`src/hdl/sli_consts.svh`:
```
`ifndef SLI_CONSTS_SVH
`define SLI_CONSTS_SVH

// Register byte offsets
`define SLI_OFF_CTRL 12'h000
`define SLI_OFF_STAT 12'h004
`define SLI_OFF_IRQ 12'h008
`define SLI_OFF_MASK 12'h00C
// Control fields
`define SLI_CTRL_MODE_LSB 0
`define SLI_CTRL_BOOT_BIT 4
`define SLI_CTRL_REBOOT_BIT 5
`define SLI_CTRL_MULTI_BIT 6
`define SLI_CTRL_RESET 32'h0000_0000
// Event bit positions
`define SLI_EV_FAULT 0
`define SLI_EV_STARTUP 1
// Timing in cycles at 100 MHz
`define SLI_CLK_MHZ 100
`define SLI_STARTUP_S 5
`define SLI_FLASH_ON_CYC 20000000
`define SLI_FLASH_OFF_CYC 20000000
`define SLI_GROUP_GAP_CYC 100000000
`define SLI_FAST_HALF_CYC 10000000
`define SLI_SLOW_HALF_CYC 50000000
`define SLI_PULSE_STRETCH_CYC 100000
`define SLI_FAULT_MAX 4'h8

`endif

```
`src/hdl/sli_pkg.sv`:
```
package sli_pkg;
    // Running modes of the controller core
    typedef enum logic [2:0] {
        SLI_MODE_OFF = 3'h0,
        SLI_MODE_CONT = 3'h1,
        SLI_MODE_EXT_TRIG = 3'h2,
        SLI_MODE_SW_TRIG = 3'h3,
        SLI_MODE_EXT_SW = 3'h4,
        SLI_MODE_INT_TRIG = 3'h5
    } sli_mode_t;
    // Fault flash sequencer states
    typedef enum logic [3:0] {
        SLI_FS_IDLE = 4'b0001,
        SLI_FS_ON = 4'b0010,
        SLI_FS_OFF = 4'b0100,
        SLI_FS_GAP = 4'b1000
    } sli_fstate_t;
endpackage : sli_pkg

```
`src/hdl/sli_status_led.sv`:
```
`timescale 1ns/1ps
`include "sli_consts.svh"
// Contract
// - Single-output error: green off, yellow flashes code
// - Normal: green on, yellow per mode
// - Fast yellow flash for external and software trigger modes
// - Slow yellow flash for switch/internal modes
// - Bootloader state flashes green
// - Boot data reception flashes yellow
// - Multi startup: power, strobe on, fault blinks
// - After startup indicators follow normal meanings
// - Reboot mode flashes fault and strobe together
// - Strobe lamp stretched per output pulse
// - Strobe steady in continuous current modes
// - Armed lamp lit while output voltage present
// - Link lamp on link, activity lamp flashes
// - Fault forces idle, output current stops
// - Fault codes one through eight
// - Groups repeat with code-count flashes
// - Latched fault code readable by host
module sli_status_led #(
    parameter int FLASH_ON = `SLI_FLASH_ON_CYC,
    parameter int FLASH_OFF = `SLI_FLASH_OFF_CYC,
    parameter int GROUP_GAP = `SLI_GROUP_GAP_CYC,
    parameter int FAST_HALF = `SLI_FAST_HALF_CYC,
    parameter int SLOW_HALF = `SLI_SLOW_HALF_CYC,
    parameter int STARTUP_CYC = `SLI_STARTUP_S * `SLI_CLK_MHZ * 1000000,
    parameter int PULSE_STRETCH = `SLI_PULSE_STRETCH_CYC
) (
    input wire logic pclk, // System clock
    input wire logic presetn, // Async reset, low
    input wire logic clk_en, // Freezes state when low
    input wire logic psel, // APB select
    input wire logic penable, // APB enable
    input wire logic pwrite, // APB direction
    input wire logic [11:0] paddr, // APB address
    input wire logic [31:0] pwdata, // APB write data
    output logic [31:0] prdata, // APB read data
    output logic pready, // APB ready
    output logic pslverr, // APB error
    input wire logic [3:0] fault_code_in, // Core fault code
    input wire logic fault_valid, // Core fault strobe
    input wire logic out_pulse, // Output pulse active
    input wire logic out_voltage, // Output voltage present
    input wire logic cfg_rx_active, // Config data receiving
    input wire logic eth_link, // Network link up
    input wire logic eth_activity, // Network traffic
    output logic force_idle, // Output shut down
    output logic led_green, // Single: green
    output logic led_yellow, // Single: yellow
    output logic led_power, // Multi: power
    output logic led_fault, // Multi: fault
    output logic led_strobe, // Multi: strobe
    output logic led_armed, // Multi: armed
    output logic led_link, // Network link lamp
    output logic led_activity, // Network activity lamp
    output logic irq // Level interrupt
);
    import sli_pkg::*;
    // ****************************************
    // Register bus
    // ****************************************
    logic [31:0] ctrl_q;
    logic [1:0] irq_stat_q;
    logic [1:0] irq_mask_q;
    logic [3:0] fault_q;
    logic startup_q;
    logic wr_en;
    logic startup_done_ev;
    logic fault_ev;
    sli_mode_t mode;
    logic boot_mode;
    logic reboot_mode;
    logic multi_mode;
    assign wr_en = psel && penable && pwrite && clk_en;
    assign pready = clk_en;
    assign mode = sli_mode_t'(ctrl_q[`SLI_CTRL_MODE_LSB +: 3]);
    assign boot_mode = ctrl_q[`SLI_CTRL_BOOT_BIT];
    assign reboot_mode = ctrl_q[`SLI_CTRL_REBOOT_BIT];
    assign multi_mode = ctrl_q[`SLI_CTRL_MULTI_BIT];
    // Unmapped addresses flag an error
    always_comb
    begin
        prdata = 32'h0000_0000;
        pslverr = 1'b0;
        if (paddr == `SLI_OFF_CTRL)
            prdata = ctrl_q;
        else if (paddr == `SLI_OFF_STAT)
            prdata = {26'h000_0000, startup_q, force_idle, fault_q};
        else if (paddr == `SLI_OFF_IRQ)
            prdata = {30'h0000_0000, irq_stat_q};
        else if (paddr == `SLI_OFF_MASK)
            prdata = {30'h0000_0000, irq_mask_q};
        else
        begin
            pslverr = psel && penable;
        end
    end
    // Control register
    always_ff @(posedge pclk or negedge presetn)
    begin
        if (!presetn)
            ctrl_q <= `SLI_CTRL_RESET;
        else if (wr_en && paddr == `SLI_OFF_CTRL)
            ctrl_q <= {25'h000_0000, pwdata[6:0]};
    end
    // Mask register
    always_ff @(posedge pclk or negedge presetn)
    begin
        if (!presetn)
            irq_mask_q <= 2'h0;
        else if (wr_en && paddr == `SLI_OFF_MASK)
            irq_mask_q <= pwdata[1:0];
    end
    // Sticky events, set wins over write-one clear
    always_ff @(posedge pclk or negedge presetn)
    begin
        if (!presetn)
            irq_stat_q <= 2'h0;
        else if (clk_en)
        begin
            irq_stat_q <= (irq_stat_q & ~((wr_en && paddr == `SLI_OFF_IRQ) ? pwdata[1:0] : 2'h0))
                | {startup_done_ev, fault_ev};
        end
    end
    assign irq = |(irq_stat_q & irq_mask_q);
    // ****************************************
    // Fault latch
    // ****************************************
    // First nonzero valid code latches and forces idle until reset
    assign fault_ev = fault_valid && !force_idle && fault_code_in != 4'h0
        && fault_code_in <= `SLI_FAULT_MAX;
    always_ff @(posedge pclk or negedge presetn)
    begin
        if (!presetn)
        begin
            fault_q <= 4'h0;
            force_idle <= 1'b0;
        end
        else if (clk_en && fault_ev)
        begin
            fault_q <= fault_code_in;
            force_idle <= 1'b1;
        end
    end
    // ****************************************
    // Startup timer
    // ****************************************
    logic [31:0] start_cnt_q;
    assign startup_done_ev = clk_en && startup_q && start_cnt_q == 32'(STARTUP_CYC - 1);
    always_ff @(posedge pclk or negedge presetn)
    begin
        if (!presetn)
        begin
            start_cnt_q <= 32'h0000_0000;
            startup_q <= 1'b1;
        end
        else if (clk_en && startup_q)
        begin
            start_cnt_q <= start_cnt_q + 32'h0000_0001;
            if (startup_done_ev)
                startup_q <= 1'b0;
        end
    end
    // ****************************************
    // Blink generators
    // ****************************************
    logic [31:0] fast_cnt_q;
    logic [31:0] slow_cnt_q;
    logic fast_q;
    logic slow_q;
    always_ff @(posedge pclk or negedge presetn)
    begin
        if (!presetn)
        begin
            fast_cnt_q <= 32'h0000_0000;
            fast_q <= 1'b0;
        end
        else if (clk_en)
        begin
            if (fast_cnt_q == 32'(FAST_HALF - 1))
            begin
                fast_cnt_q <= 32'h0000_0000;
                fast_q <= !fast_q;
            end
            else
                fast_cnt_q <= fast_cnt_q + 32'h0000_0001;
        end
    end
    always_ff @(posedge pclk or negedge presetn)
    begin
        if (!presetn)
        begin
            slow_cnt_q <= 32'h0000_0000;
            slow_q <= 1'b0;
        end
        else if (clk_en)
        begin
            if (slow_cnt_q == 32'(SLOW_HALF - 1))
            begin
                slow_cnt_q <= 32'h0000_0000;
                slow_q <= !slow_q;
            end
            else
                slow_cnt_q <= slow_cnt_q + 32'h0000_0001;
        end
    end
    // ****************************************
    // Fault flash sequencer
    // ****************************************
    sli_fstate_t fs_q;
    logic [31:0] fs_cnt_q;
    logic [3:0] flash_idx_q;
    logic fault_lamp;
    assign fault_lamp = (fs_q == SLI_FS_ON);
    // Groups of fault_q flashes separated by a long gap
    always_ff @(posedge pclk or negedge presetn)
    begin
        if (!presetn)
        begin
            fs_q <= SLI_FS_IDLE;
            fs_cnt_q <= 32'h0000_0000;
            flash_idx_q <= 4'h0;
        end
        else if (clk_en)
        begin
            case (fs_q)
                SLI_FS_IDLE:
                begin
                    fs_cnt_q <= 32'h0000_0000;
                    flash_idx_q <= 4'h0;
                    if (fault_q != 4'h0)
                        fs_q <= SLI_FS_ON;
                end
                SLI_FS_ON:
                begin
                    if (fs_cnt_q == 32'(FLASH_ON - 1))
                    begin
                        fs_cnt_q <= 32'h0000_0000;
                        flash_idx_q <= flash_idx_q + 4'h1;
                        if (flash_idx_q + 4'h1 == fault_q)
                            fs_q <= SLI_FS_GAP;
                        else
                            fs_q <= SLI_FS_OFF;
                    end
                    else
                        fs_cnt_q <= fs_cnt_q + 32'h0000_0001;
                end
                SLI_FS_OFF:
                begin
                    if (fs_cnt_q == 32'(FLASH_OFF - 1))
                    begin
                        fs_cnt_q <= 32'h0000_0000;
                        fs_q <= SLI_FS_ON;
                    end
                    else
                        fs_cnt_q <= fs_cnt_q + 32'h0000_0001;
                end
                SLI_FS_GAP:
                begin
                    if (fs_cnt_q == 32'(GROUP_GAP - 1))
                    begin
                        fs_cnt_q <= 32'h0000_0000;
                        flash_idx_q <= 4'h0;
                        fs_q <= SLI_FS_ON;
                    end
                    else
                        fs_cnt_q <= fs_cnt_q + 32'h0000_0001;
                end
                default:
                    fs_q <= SLI_FS_IDLE;
            endcase
        end
    end
    // ****************************************
    // Pulse stretcher
    // ****************************************
    logic [31:0] pulse_cnt_q;
    logic pulse_lamp;
    assign pulse_lamp = out_pulse || pulse_cnt_q != 32'h0000_0000;
    // Lamp tracks pulse length plus a minimum visible time
    always_ff @(posedge pclk or negedge presetn)
    begin
        if (!presetn)
            pulse_cnt_q <= 32'h0000_0000;
        else if (clk_en)
        begin
            if (out_pulse && !force_idle)
                pulse_cnt_q <= 32'(PULSE_STRETCH);
            else if (pulse_cnt_q != 32'h0000_0000)
                pulse_cnt_q <= pulse_cnt_q - 32'h0000_0001;
        end
    end
    // ****************************************
    // Lamp outputs
    // ****************************************
    logic cont_mode;
    assign cont_mode = (mode == SLI_MODE_CONT) || (mode == SLI_MODE_EXT_SW);
    always_ff @(posedge pclk or negedge presetn)
    begin
        if (!presetn)
        begin
            led_green <= 1'b0;
            led_yellow <= 1'b0;
            led_power <= 1'b0;
            led_fault <= 1'b0;
            led_strobe <= 1'b0;
            led_armed <= 1'b0;
            led_link <= 1'b0;
            led_activity <= 1'b0;
        end
        else if (clk_en)
        begin
            led_link <= eth_link;
            led_activity <= eth_activity && fast_q;
            // Single-output lamp pair
            if (force_idle)
            begin
                led_green <= 1'b0;
                led_yellow <= fault_lamp;
            end
            else if (boot_mode)
            begin
                led_green <= slow_q;
                led_yellow <= cfg_rx_active && fast_q;
            end
            else
            begin
                led_green <= 1'b1;
                case (mode)
                    SLI_MODE_CONT: led_yellow <= 1'b1;
                    SLI_MODE_EXT_TRIG, SLI_MODE_SW_TRIG: led_yellow <= fast_q;
                    SLI_MODE_EXT_SW, SLI_MODE_INT_TRIG: led_yellow <= slow_q;
                    default: led_yellow <= 1'b0;
                endcase
            end
            // Multi-channel lamp set
            led_power <= multi_mode;
            if (!multi_mode)
            begin
                led_fault <= 1'b0;
                led_strobe <= 1'b0;
                led_armed <= 1'b0;
            end
            else if (startup_q)
            begin
                led_fault <= fast_q;
                led_strobe <= 1'b1;
                led_armed <= 1'b0;
            end
            else if (reboot_mode)
            begin
                led_fault <= fast_q;
                led_strobe <= fast_q;
                led_armed <= 1'b0;
            end
            else
            begin
                led_fault <= fault_lamp;
                led_strobe <= !force_idle && (cont_mode || pulse_lamp);
                led_armed <= !force_idle && out_voltage;
            end
        end
    end
    // ****************************************
    // Checks
    // ****************************************
    AST_FAULT_IDLE: assert property (@(posedge pclk) disable iff (!presetn)
        clk_en && fault_ev |=> force_idle && fault_q == $past(fault_code_in))
        else $error("fault did not force idle");
    AST_FAULT_HOLD: assert property (@(posedge pclk) disable iff (!presetn)
        force_idle |=> force_idle && $stable(fault_q)) else $error("fault latch changed");
    AST_ERR_GREEN: assert property (@(posedge pclk) disable iff (!presetn)
        clk_en && force_idle |=> !led_green) else $error("green lit in error");
    AST_NORMAL_CONT: assert property (@(posedge pclk) disable iff (!presetn)
        clk_en && !force_idle && !boot_mode && mode == SLI_MODE_CONT |=> led_green && led_yellow)
        else $error("continuous lamps wrong");
    AST_FAST_YEL: assert property (@(posedge pclk) disable iff (!presetn)
        clk_en && !force_idle && !boot_mode && mode == SLI_MODE_SW_TRIG
        |=> led_yellow == $past(fast_q)) else $error("fast flash wrong");
    AST_SLOW_YEL: assert property (@(posedge pclk) disable iff (!presetn)
        clk_en && !force_idle && !boot_mode && mode == SLI_MODE_INT_TRIG
        |=> led_yellow == $past(slow_q)) else $error("slow flash wrong");
    AST_ZERO_DARK: assert property (@(posedge pclk) disable iff (!presetn)
        fault_q == 4'h0 |-> fs_q == SLI_FS_IDLE) else $error("code zero flashing");
    AST_GROUP_COUNT: assert property (@(posedge pclk) disable iff (!presetn)
        fs_q == SLI_FS_GAP |-> flash_idx_q == fault_q) else $error("flash count mismatch");
    AST_ARMED: assert property (@(posedge pclk) disable iff (!presetn)
        clk_en && multi_mode && !startup_q && !reboot_mode && !force_idle && out_voltage
        |=> led_armed) else $error("armed lamp dark");
endmodule : sli_status_led

```
`config.mk`:
```
export PLATFORM = sky130hd
export DESIGN_NAME = sli_status_led
export DESIGN_NICKNAME = d
export VERILOG_FILES = /design/src/hdl/sli_pkg.sv /design/src/hdl/sli_status_led.sv
export VERILOG_INCLUDE_DIRS = /design/src /design/src/hdl
export SDC_FILE = /design/constraint.sdc
export NUM_CORES = 1
export LEC_CHECK = 0
export ABC_AREA = 1
export BUFFER_PORTS_ARGS = -buffer_cell sky130_fd_sc_hd__buf_4
export CELL_PAD_IN_SITES_DETAIL_PLACEMENT = 1
export CELL_PAD_IN_SITES_GLOBAL_PLACEMENT = 2
export CORE_MARGIN = 2
export CORE_UTILIZATION = 31
export DETAILED_ROUTE_END_ITERATION = 6
export GPL_ROUTABILITY_DRIVEN = 0
export PLACE_DENSITY = 0.79
export SLEW_MARGIN = 20
export SYNTH_ARGS = -nofsm -noshare
export SYNTH_HDL_FRONTEND = slang
export SYNTH_SLANG_ARGS = --single-unit
```
`constraint.sdc`:
```
create_clock -name pclk -period 4.7 [get_ports pclk]
set_clock_uncertainty 0.1 [all_clocks]
set_input_delay 0 -clock pclk [delete_from_list [all_inputs] [get_ports pclk]]
set_output_delay 0 -clock pclk [all_outputs]
set_load 0.05 [all_outputs]
```
* After elaboration in Yosys (flattened, before gate mapping)
Index checks and enable logic that the tools add are counted.
** Operators by class
- Equality and inequality tests :: 22
- Muxes and demuxes :: 39
- Add/sub/neg operators :: 6
- Order comparisons :: 1
- Bitwise gates (word level) :: 4
- Reductions and logical operators :: 41
** Operators by type and width (count)
- $mux 32 :: 8
- $add 32x1->32 const B :: 4
- $pmux 32 s3 :: 1
- $eq 32x24->1 const B :: 1
- $eq 32x25->1 const B :: 1
- $eq 32x26->1 const B :: 1
- $eq 32x27->1 const B :: 1
- $eq 32x29->1 const B :: 1
- $reduce_bool 32->1 :: 1
- $sub 32x1->32 const B :: 1
- $mux 4 :: 7
- $eq 12x4->1 const B :: 2
- $logic_and 1x1->1 :: 17
- $mux 1 :: 17
- $pmux 4 s4 :: 1
- $eq 12x3->1 const B :: 1
- $logic_not 12->1 :: 1
- $pmux 4 s3 :: 1
- $reduce_and 2->1 :: 5
- $reduce_bool 4->1 :: 2
- $reduce_or 2->1 :: 4
- $eq 3x2->1 const B :: 2
- $eq 3x3->1 const B :: 2
- $mux 2 :: 3
- other kinds (20) :: 28
** Storage, ports and cells
- Bits of input ports :: 60
- Word-level logic and storage cells :: 136
- Register bits after elaboration :: 195
- Output and inout bits :: 44

* Logic depth before layout (Yosys ltp)
Gate-level depths: netlist of run 1.
- Depth after elaboration :: 8
- Depth in mapped cells :: 12
- Mapped depth without buffers :: 12

* Worst setup path after synthesis of run 1
Ideal clock, no wire load.
- Path kind :: input -> output
- Start point :: in paddr[11]
- End point :: out prdata[3]
- Arrival time :: 1.883 ns
- Required time :: 4.600 ns
- Cell stages on the path :: 7
- Buffers on the path :: 0
- Setup slack :: 2.717 ns
- Cell sequence :: nor2_1 nand2_1 nor2_2 nand2_1 nor3_1 inv_1 o21ai_0
** Between the ends
- Longest elaborated chain between the ends :: 3
- Elaborated cells on any way between the ends :: 4
- Classes of those cells :: eq/ne (1); mux (2); reduce/logical (1)
** Ends and longest elaborated chain
- from (decl) :: RTL line sli_status_led.sv:36 : input wire logic [11:0] paddr,
- $eq 12x3->1 (no line)
- $mux 32 :: RTL line sli_status_led.sv:88 : else if (paddr == `SLI_OFF_STAT)
- $mux 32 * :: RTL line sli_status_led.sv:86 : if (paddr == `SLI_OFF_CTRL)
- to (decl) :: RTL line sli_status_led.sv:38 : output logic [31:0] prdata,
Every way passes the cells marked *; elsewhere a longest branch is shown, timed or not.

* Worst setup path in the final report of run 1
- Start point :: in paddr[8]
- End point :: reg irq_stat_q[0]
** Between the ends
- Longest elaborated chain between the ends :: 6
** Ends and longest elaborated chain
- $eq 12x4->1 (no line)
- $logic_and 1x1->1 (no line)
- $mux 2 :: RTL line sli_status_led.sv:122 : irq_stat_q <= (irq_stat_q & ~((wr_en && paddr == `SLI_OFF_IRQ) ? pwdata[1:0] : 2'h0))
- $not 2->2 :: RTL line sli_status_led.sv:122
- $and 2x2->2 :: RTL line sli_status_led.sv:122
- $or 2x2->2 :: RTL line sli_status_led.sv:122
- to (signal assigned) :: RTL line sli_status_led.sv:122
- to (decl) :: RTL line sli_status_led.sv:64 : logic [1:0] irq_stat_q;
Every way passes these cells.
A chain may end at the register's enable or synchronous reset.

==> results.yml, run 1 <==
clock_tree:
  clk_latency_ps: 470
  clockBufferDepth: 2
  cts-root-buf: "clkbuf_16"
  cts_tree: "built"
  htreeDepth: 4
  post-cts-setup-buffers: 0
  cts.sinks: 195
  cts_buffers: 17
  cts.clk_slew.worst_paths_ps: 80
grt:
  grt_pass1_wl_um: 60100
  grt_pass1_vias: 11800
  grt_usage_pct: 18.1
  antenna_found_initial: 0
  grt_max_degree: 103
  grt_overflow: 0
floorplan:
  die_h_um: 203
  die_w_um: 203
  rows: 72
  fp.dieArea_um2: 41100
  initial_core_util_pct: 31.6
  core_area_um2: 38800
  io_pins: 104
yosys:
  synth_flop_cell: "dfrtp_1"
  synth_cell_types: 49
  ys_seq_area_share_pct: 39.8
  synth_enable_flop_cells: 0
  ys_warn_count: 0
  ys_seq_elements: 195
  avgSynthCellArea_um2: 7.09
  async_flop_share_pct: 100
  syn_inst: 1728
  synthesis.area_um2: 12300
worst_setup_path:
  slowest_stage: "dlygate4sd3_1"
  crit_fanout: 2
  path_class: "in2reg"
  cpPeakStageDelay_ps: 580
  path_buf_inv: 6
  required_ps: 4940
  crit_top_cell: "dlygate4sd3_1"
  crit_path_end_kind: "flip-flop"
  critPathLaunchType: "input pin"
  critPathArrivalTime_ps: 3520
  cp_cell_sequence: "dlygate4sd3_1, buf_4, nor2_1, dlygate4sd3_1, nand2_1, dlygate4sd3_1, nor3_1, dlygate4sd3_1, nand2_1, dlygate4sd3_1, o21ai_0, nand2_1"
  cp_top_family: "buffers and inverters"
cells_and_area:
  syn_to_final_growth_pct: 14.2
  instances_no_fill: 2343
  finalInstanceArea_um2: 14000
  n_fill_cell: 4886
  multi_input_area_um2: 6350
  drive_gt1_share_pct: 8.88
  final_cell_mix: "nand2_1, nor2_1, dfrtp_1"
  final_core_util_pct: 36.1
  regArea_um2: 4880
  diodes: 0
  nets: 1880
  final_common_cell: "nand2_1"
detailed_routing:
  drt-initial-drc-count: 569
  totalWireLength_um: 35500
  ant_nets: 0
  via_count: 11200
  dr.pass1.iters: 5
  drt-wirelength-per-cell_um: 15.2
  post-route-drc-count: 0
  vias_per_cell: 4.76
sta:
  finalMaxSlewViolations: 0
  hold_ws_ps: 99.4
  fmax_mhz: 305
  min_period_ps: 3280
  rsz0062_at_grt: "no"
  setup_viol: 0
  fin_tns_setup_ps: 0
  relSlewSlack_pct: 39.5
  hold_viol: 0
  min_period_over_period_pct: 69.7
  tightest_slew_ps: 905
job:
  cap_violations: 0
placed_design:
  io_buffers: 53
  placed_cells: 2279
  dpl_cell_area_um2: 13100
  dp_hpwl_um: 26600
worst_hold_path:
  min_path_type: "in2async"
run_status:
  status: "complete, no violations"
power:
  ir_drop_mv: 0.242
  power_density_nw_per_um2: 381
  power.leakage_nw: 6.59
[cells by family after synthesis]
kind of cell | after synthesis | share of synthesized area [%]
simple gates | 1067 | 38.2
flops | 195 | 39.8
fa+ha+maj | 8 | 0.817
compound gates | 117 | 5.44
buf+inv | 248 | 9.07
xor+xnor | 92 | 6.58
other cells | 1 | 0.0306
[registers in the layout, summed over array words and instances, names as in the netlist, 4 cells and up]
register     cells
fault_q          4
pulse_cnt_q     32
fs_q             4
slow_cnt_q      32
flash_idx_q      4
ctrl_q           7
fs_cnt_q        32
start_cnt_q     32
fast_cnt_q      32
[per-stage QoR]
stage	power [mW]	worst slack (ps)
floorplan	3.35	2720
global placement	3.74	2160
detailed placement	3.79	2090
CTS	5.41	1460
global route	5.72	1190
finish	5.33	1420
[what timing repair did]
action / 4_1_cts / 5_1_grt
hold buffers: 32 / 0
gates resized for setup: 0 / 0
endpoints found under the hold margin: 142 / 0
[cell usage after synthesis (3+ instances only)]
library cell / n / area [um^2]
nor3_2: 6 / 60.1
a31o_2: 4 / 35.0
nor3_1: 63 / 315
or2_2: 7 / 43.8
o21bai_1: 9 / 67.6
buf_6: 6 / 67.6
o21ai_1: 12 / 60.1
buf_4: 30 / 225
xnor2_1: 25 / 219
nor4_1: 5 / 31.3
and3_1: 3 / 18.8
nand2_1: 473 / 1780
nand2_4: 3 / 33.8
clkbuf_1: 4 / 15.0
o21ai_0: 55 / 275
a21oi_1: 22 / 110
o2111ai_1: 5 / 43.8
nand4_1: 54 / 338
dfrtp_1: 193 / 4830
nand2_2: 8 / 50.1
nor2_4: 8 / 90.1
nor2_2: 20 / 125
nand3_1: 134 / 671
xor2_1: 67 / 587
ha_1: 8 / 100
nor2_1: 273 / 1020
inv_1: 191 / 717
buf_2: 4 / 20.0
o22ai_1: 3 / 18.8
inv_2: 7 / 26.3
[area by class of cell]
class	instances	area share, %
Sequential cell	195	34.9
Clock inverter	14	1.20
Multi-Input combinational cell	1309	45.4
Inverter	200	5.39
Timing Repair Buffer	89	5.48
Clock buffer	18	3.07
Tap cell	518	4.63
[worst reg2reg max path: cells and delay by family, from the launching register on]
family / cells / cell delay [ps]
AO/OA/AOI/OAI: 2 / 420
adder cells (fa/ha/maj): 1 / 170
buffers and inverters: 4 / 1240
flip-flops: 1 / 410
AND/OR/NAND/NOR: 4 / 270
[power breakdown]
group	switching (mW)	internal [mW]	leakage (nW)	total, mW
clock	0.758	0.805	0.290	1.56
sequential	0.245	1.88	2.47	2.13
combinational	1.13	0.511	3.83	1.64
total	2.14	3.20	6.59	5.33
[per-layer routing]
metal / routed length (um) / global-route usage (%) / share of wire [%]
met5: 0 / 0 / 0
met4: 469 / 4.38 / 1.3
met3: 990 / 3.13 / 2.8
met2: 16000 / 29.1 / 45
met1: 18100 / 25.3 / 51
[path summary, 6_finish.rpt]
path,startpoint,end,slack (ps),depth (start not counted)
setup / recovery,paddr[8],irq_stat_q[0]$_DFFE_PN0P_,1420,12
hold / removal,presetn,fs_cnt_q[19]$_DFFE_PN0P_,100,2
setup reg to reg,ctrl_q[1]$_DFFE_PN0P_,led_yellow$_DFFE_PN0P_,2020,11
hold reg to reg,led_power$_DFFE_PN0P_,led_power$_DFFE_PN0P_,380,2
max in group asynchronous,presetn,fast_cnt_q[17]$_DFFE_PN0P_,3320,3
min in group pclk,pwrite,ctrl_q[1]$_DFFE_PN0P_,210,5
(Power assumes the default switching activity.)
==> run 2: changes to the inputs <==
- PLACE_DENSITY: 0.79 -> 0.82
- clock period: 4.7 -> 3 ns (I/O delays scaled with it)
==> run 2 against run 1 <==
  * The flow now finishes with violations (hold timing)
  * Critical endpoint is now prdata[2]
  * Final cell count about the same
  * Highest routed layer unchanged
  * Flip-flop and latch count is the same
  * Setup slack worse by 1200 ps
  * Clock power up 62%
  * Sequential power is 56% higher
  * Wire length increased by 2.1%
  * Die area unchanged
  * Largest cell class unchanged
  * Critical path type is now in2out
==> results.yml, run 2 (same netlist as run 1, synthesis figures left out) <==
floorplan:
  rows: 72
  fp.dieArea_um2: 41100
  die_h_um: 203
  core_area_um2: 38800
  io_pins: 104
  initial_core_util_pct: 31.6
  die_w_um: 203
sta:
  setup_viol: 0
  min_period_ps: 2760
  hold_ws_ps: -0.815
  min_period_over_period_pct: 92.1
  rsz0062_at_grt: "no"
  fin_tns_setup_ps: 0
  finalWorstSetupSlack_ps: 237
  tightest_slew_ps: 715
  fmax_mhz: 362
  finalMaxSlewViolations: 0
  hold_viol: 1
  relSlewSlack_pct: 51.9
power:
  power.leakage_nw: 6.62
  power.internal_mw: 5.13
  swShare_pct: 39.1
  power.share.clock_pct: 29.9
  seqPwrFrac_pct: 39.5
  combPwrFrac_pct: 30.6
  power_mw: 8.42
  power_density_nw_per_um2: 599
  ir_drop_mv: 0.371
  power.switching_mw: 3.30
detailed_routing:
  via_count: 11200
  totalWireLength_um: 36300
  dr.pass1.iters: 5
  drt-initial-drc-count: 473
  post-route-drc-count: 0
  drt-wirelength-per-cell_um: 15.5
  vias_per_cell: 4.79
  ant_nets: 0
placed_design:
  placed_cells: 2284
  dp_hpwl_um: 27500
  io_buffers: 53
  dp_slack_ps: 595
worst_setup_path:
  r2r_start: "pulse_cnt_q[0]$_DFFE_PN0P_"
  required_ps: 2900
  critPathArrivalTime_ps: 2660
  path_class: "in2out"
  worstSetupStartpoint: "paddr[4]"
  crit_path_end_kind: "output port"
  critPathLaunchType: "input pin"
  crit_fanout: 6
worst_hold_path:
  min_path_type: "in2async"
grt:
  grt_pass1_wl_um: 61700
  grt_overflow: 0
  antenna_found_initial: 0
  grt_usage_pct: 18.7
  grt_max_degree: 74
  grt_pass1_vias: 11900
cells_and_area:
  instances_no_fill: 2345
  final_cell_mix: "nand2_1, nor2_1, dfrtp_1"
  drive_gt1_share_pct: 9.36
  nets: 1882
  syn_to_final_growth_pct: 14.7
  diodes: 0
  final_common_cell: "nand2_1"
clock_tree:
  cts-root-buf: "clkbuf_16"
  cts_buffers: 17
  clk_latency_ps: 470
  htreeDepth: 4
  cts.clk_slew.worst_paths_ps: 70
  post-cts-setup-buffers: 0
  cts.sinks: 195
  clockBufferDepth: 2
  cts_tree: "built"
job:
  cap_violations: 0
run_status:
  status: "finished with violations"
  failed_checks: "hold timing"
run 2: changes by cell type in the layout (fill, tap and decap cells not counted), moves of 2 or more:
cell           change
dlygate4sd3_1      -3
clkbuf_8           +2
inv_8              -3
buf_4              +4
run 2: routing by layer:
metal  up-vias  global-route usage [%]  share of wire [%]
li1       5633                       -                  -
met1      5441                    25.3                 50
met2       123                    31.1                 47
met3        36                    3.07                2.4
met4         0                    4.90                1.3
met5         -                       0                  0
run 2: power groups by stage:
stage               sequential, mW  clock [mW]  combinational, mW
global route                  3.39        2.71               2.97
detailed placement            3.37           0               2.58
global placement              3.36           0               2.51
CTS                           3.33        2.61               2.60
finish                        3.33        2.52               2.57
floorplan                     3.30           0               1.95
run 2: area by class of cell:
| type | instances | area (um^2) |
|---|---|---|
| clock inverter | 13 | 170 |
| inverter | 200 | 754 |
| fill | 4863 | 24800 |
| clock buffer | 19 | 453 |
| tap | 518 | 648 |
| timing repair buffer | 91 | 787 |
| sequential | 195 | 4880 |
| multi-input combinational | 1309 | 6360 |
run 2: worst max-delay path: stages:
cell	delay, ps
dlygate4sd3_1	540
buf_4	130
nor2_1	80
dlygate4sd3_1	550
nand2_1	80
nor2_2	190
nand2_1	120
nor3_2	220
inv_2	150
o22ai_1	330
buf_4	270
run 2: path summary, 6_finish.rpt:
path	to	slack (ps)	cells past startpoint
min	fs_cnt_q[16]$_DFFE_PN0P_	-0.8	2
min in group pclk	force_idle$_DFFE_PN0P_	90	3
max	prdata[2]	240	11
max reg2reg	pulse_cnt_q[5]$_DFFE_PN0P_	560	11
max in group asynchronous	slow_cnt_q[24]$_DFFE_PN0P_	1890	3
min reg2reg	ctrl_q[3]$_DFFE_PN0P_	380	2
run 2: metrics by stage:
step           hold WS [ps]  instance area (um^2)  utilization [%]
6_report             -0.815                 14100             36.2
5_1_grt                46.8                 14100             36.2
4_1_cts                21.5                 14000             36.2
3_5_place_dp          -21.8                 13100             33.8
3_3_place_gp          -21.5                 13100             33.8
2_1_floorplan          -396                 12300                -
run 2: what timing repair did:
item / CTS / global route
hold buffers: 29 / 0
hold endpoints to repair: 169 / 0
endpoints found under the setup margin: 0 / 5
resized for setup: 0 / 3
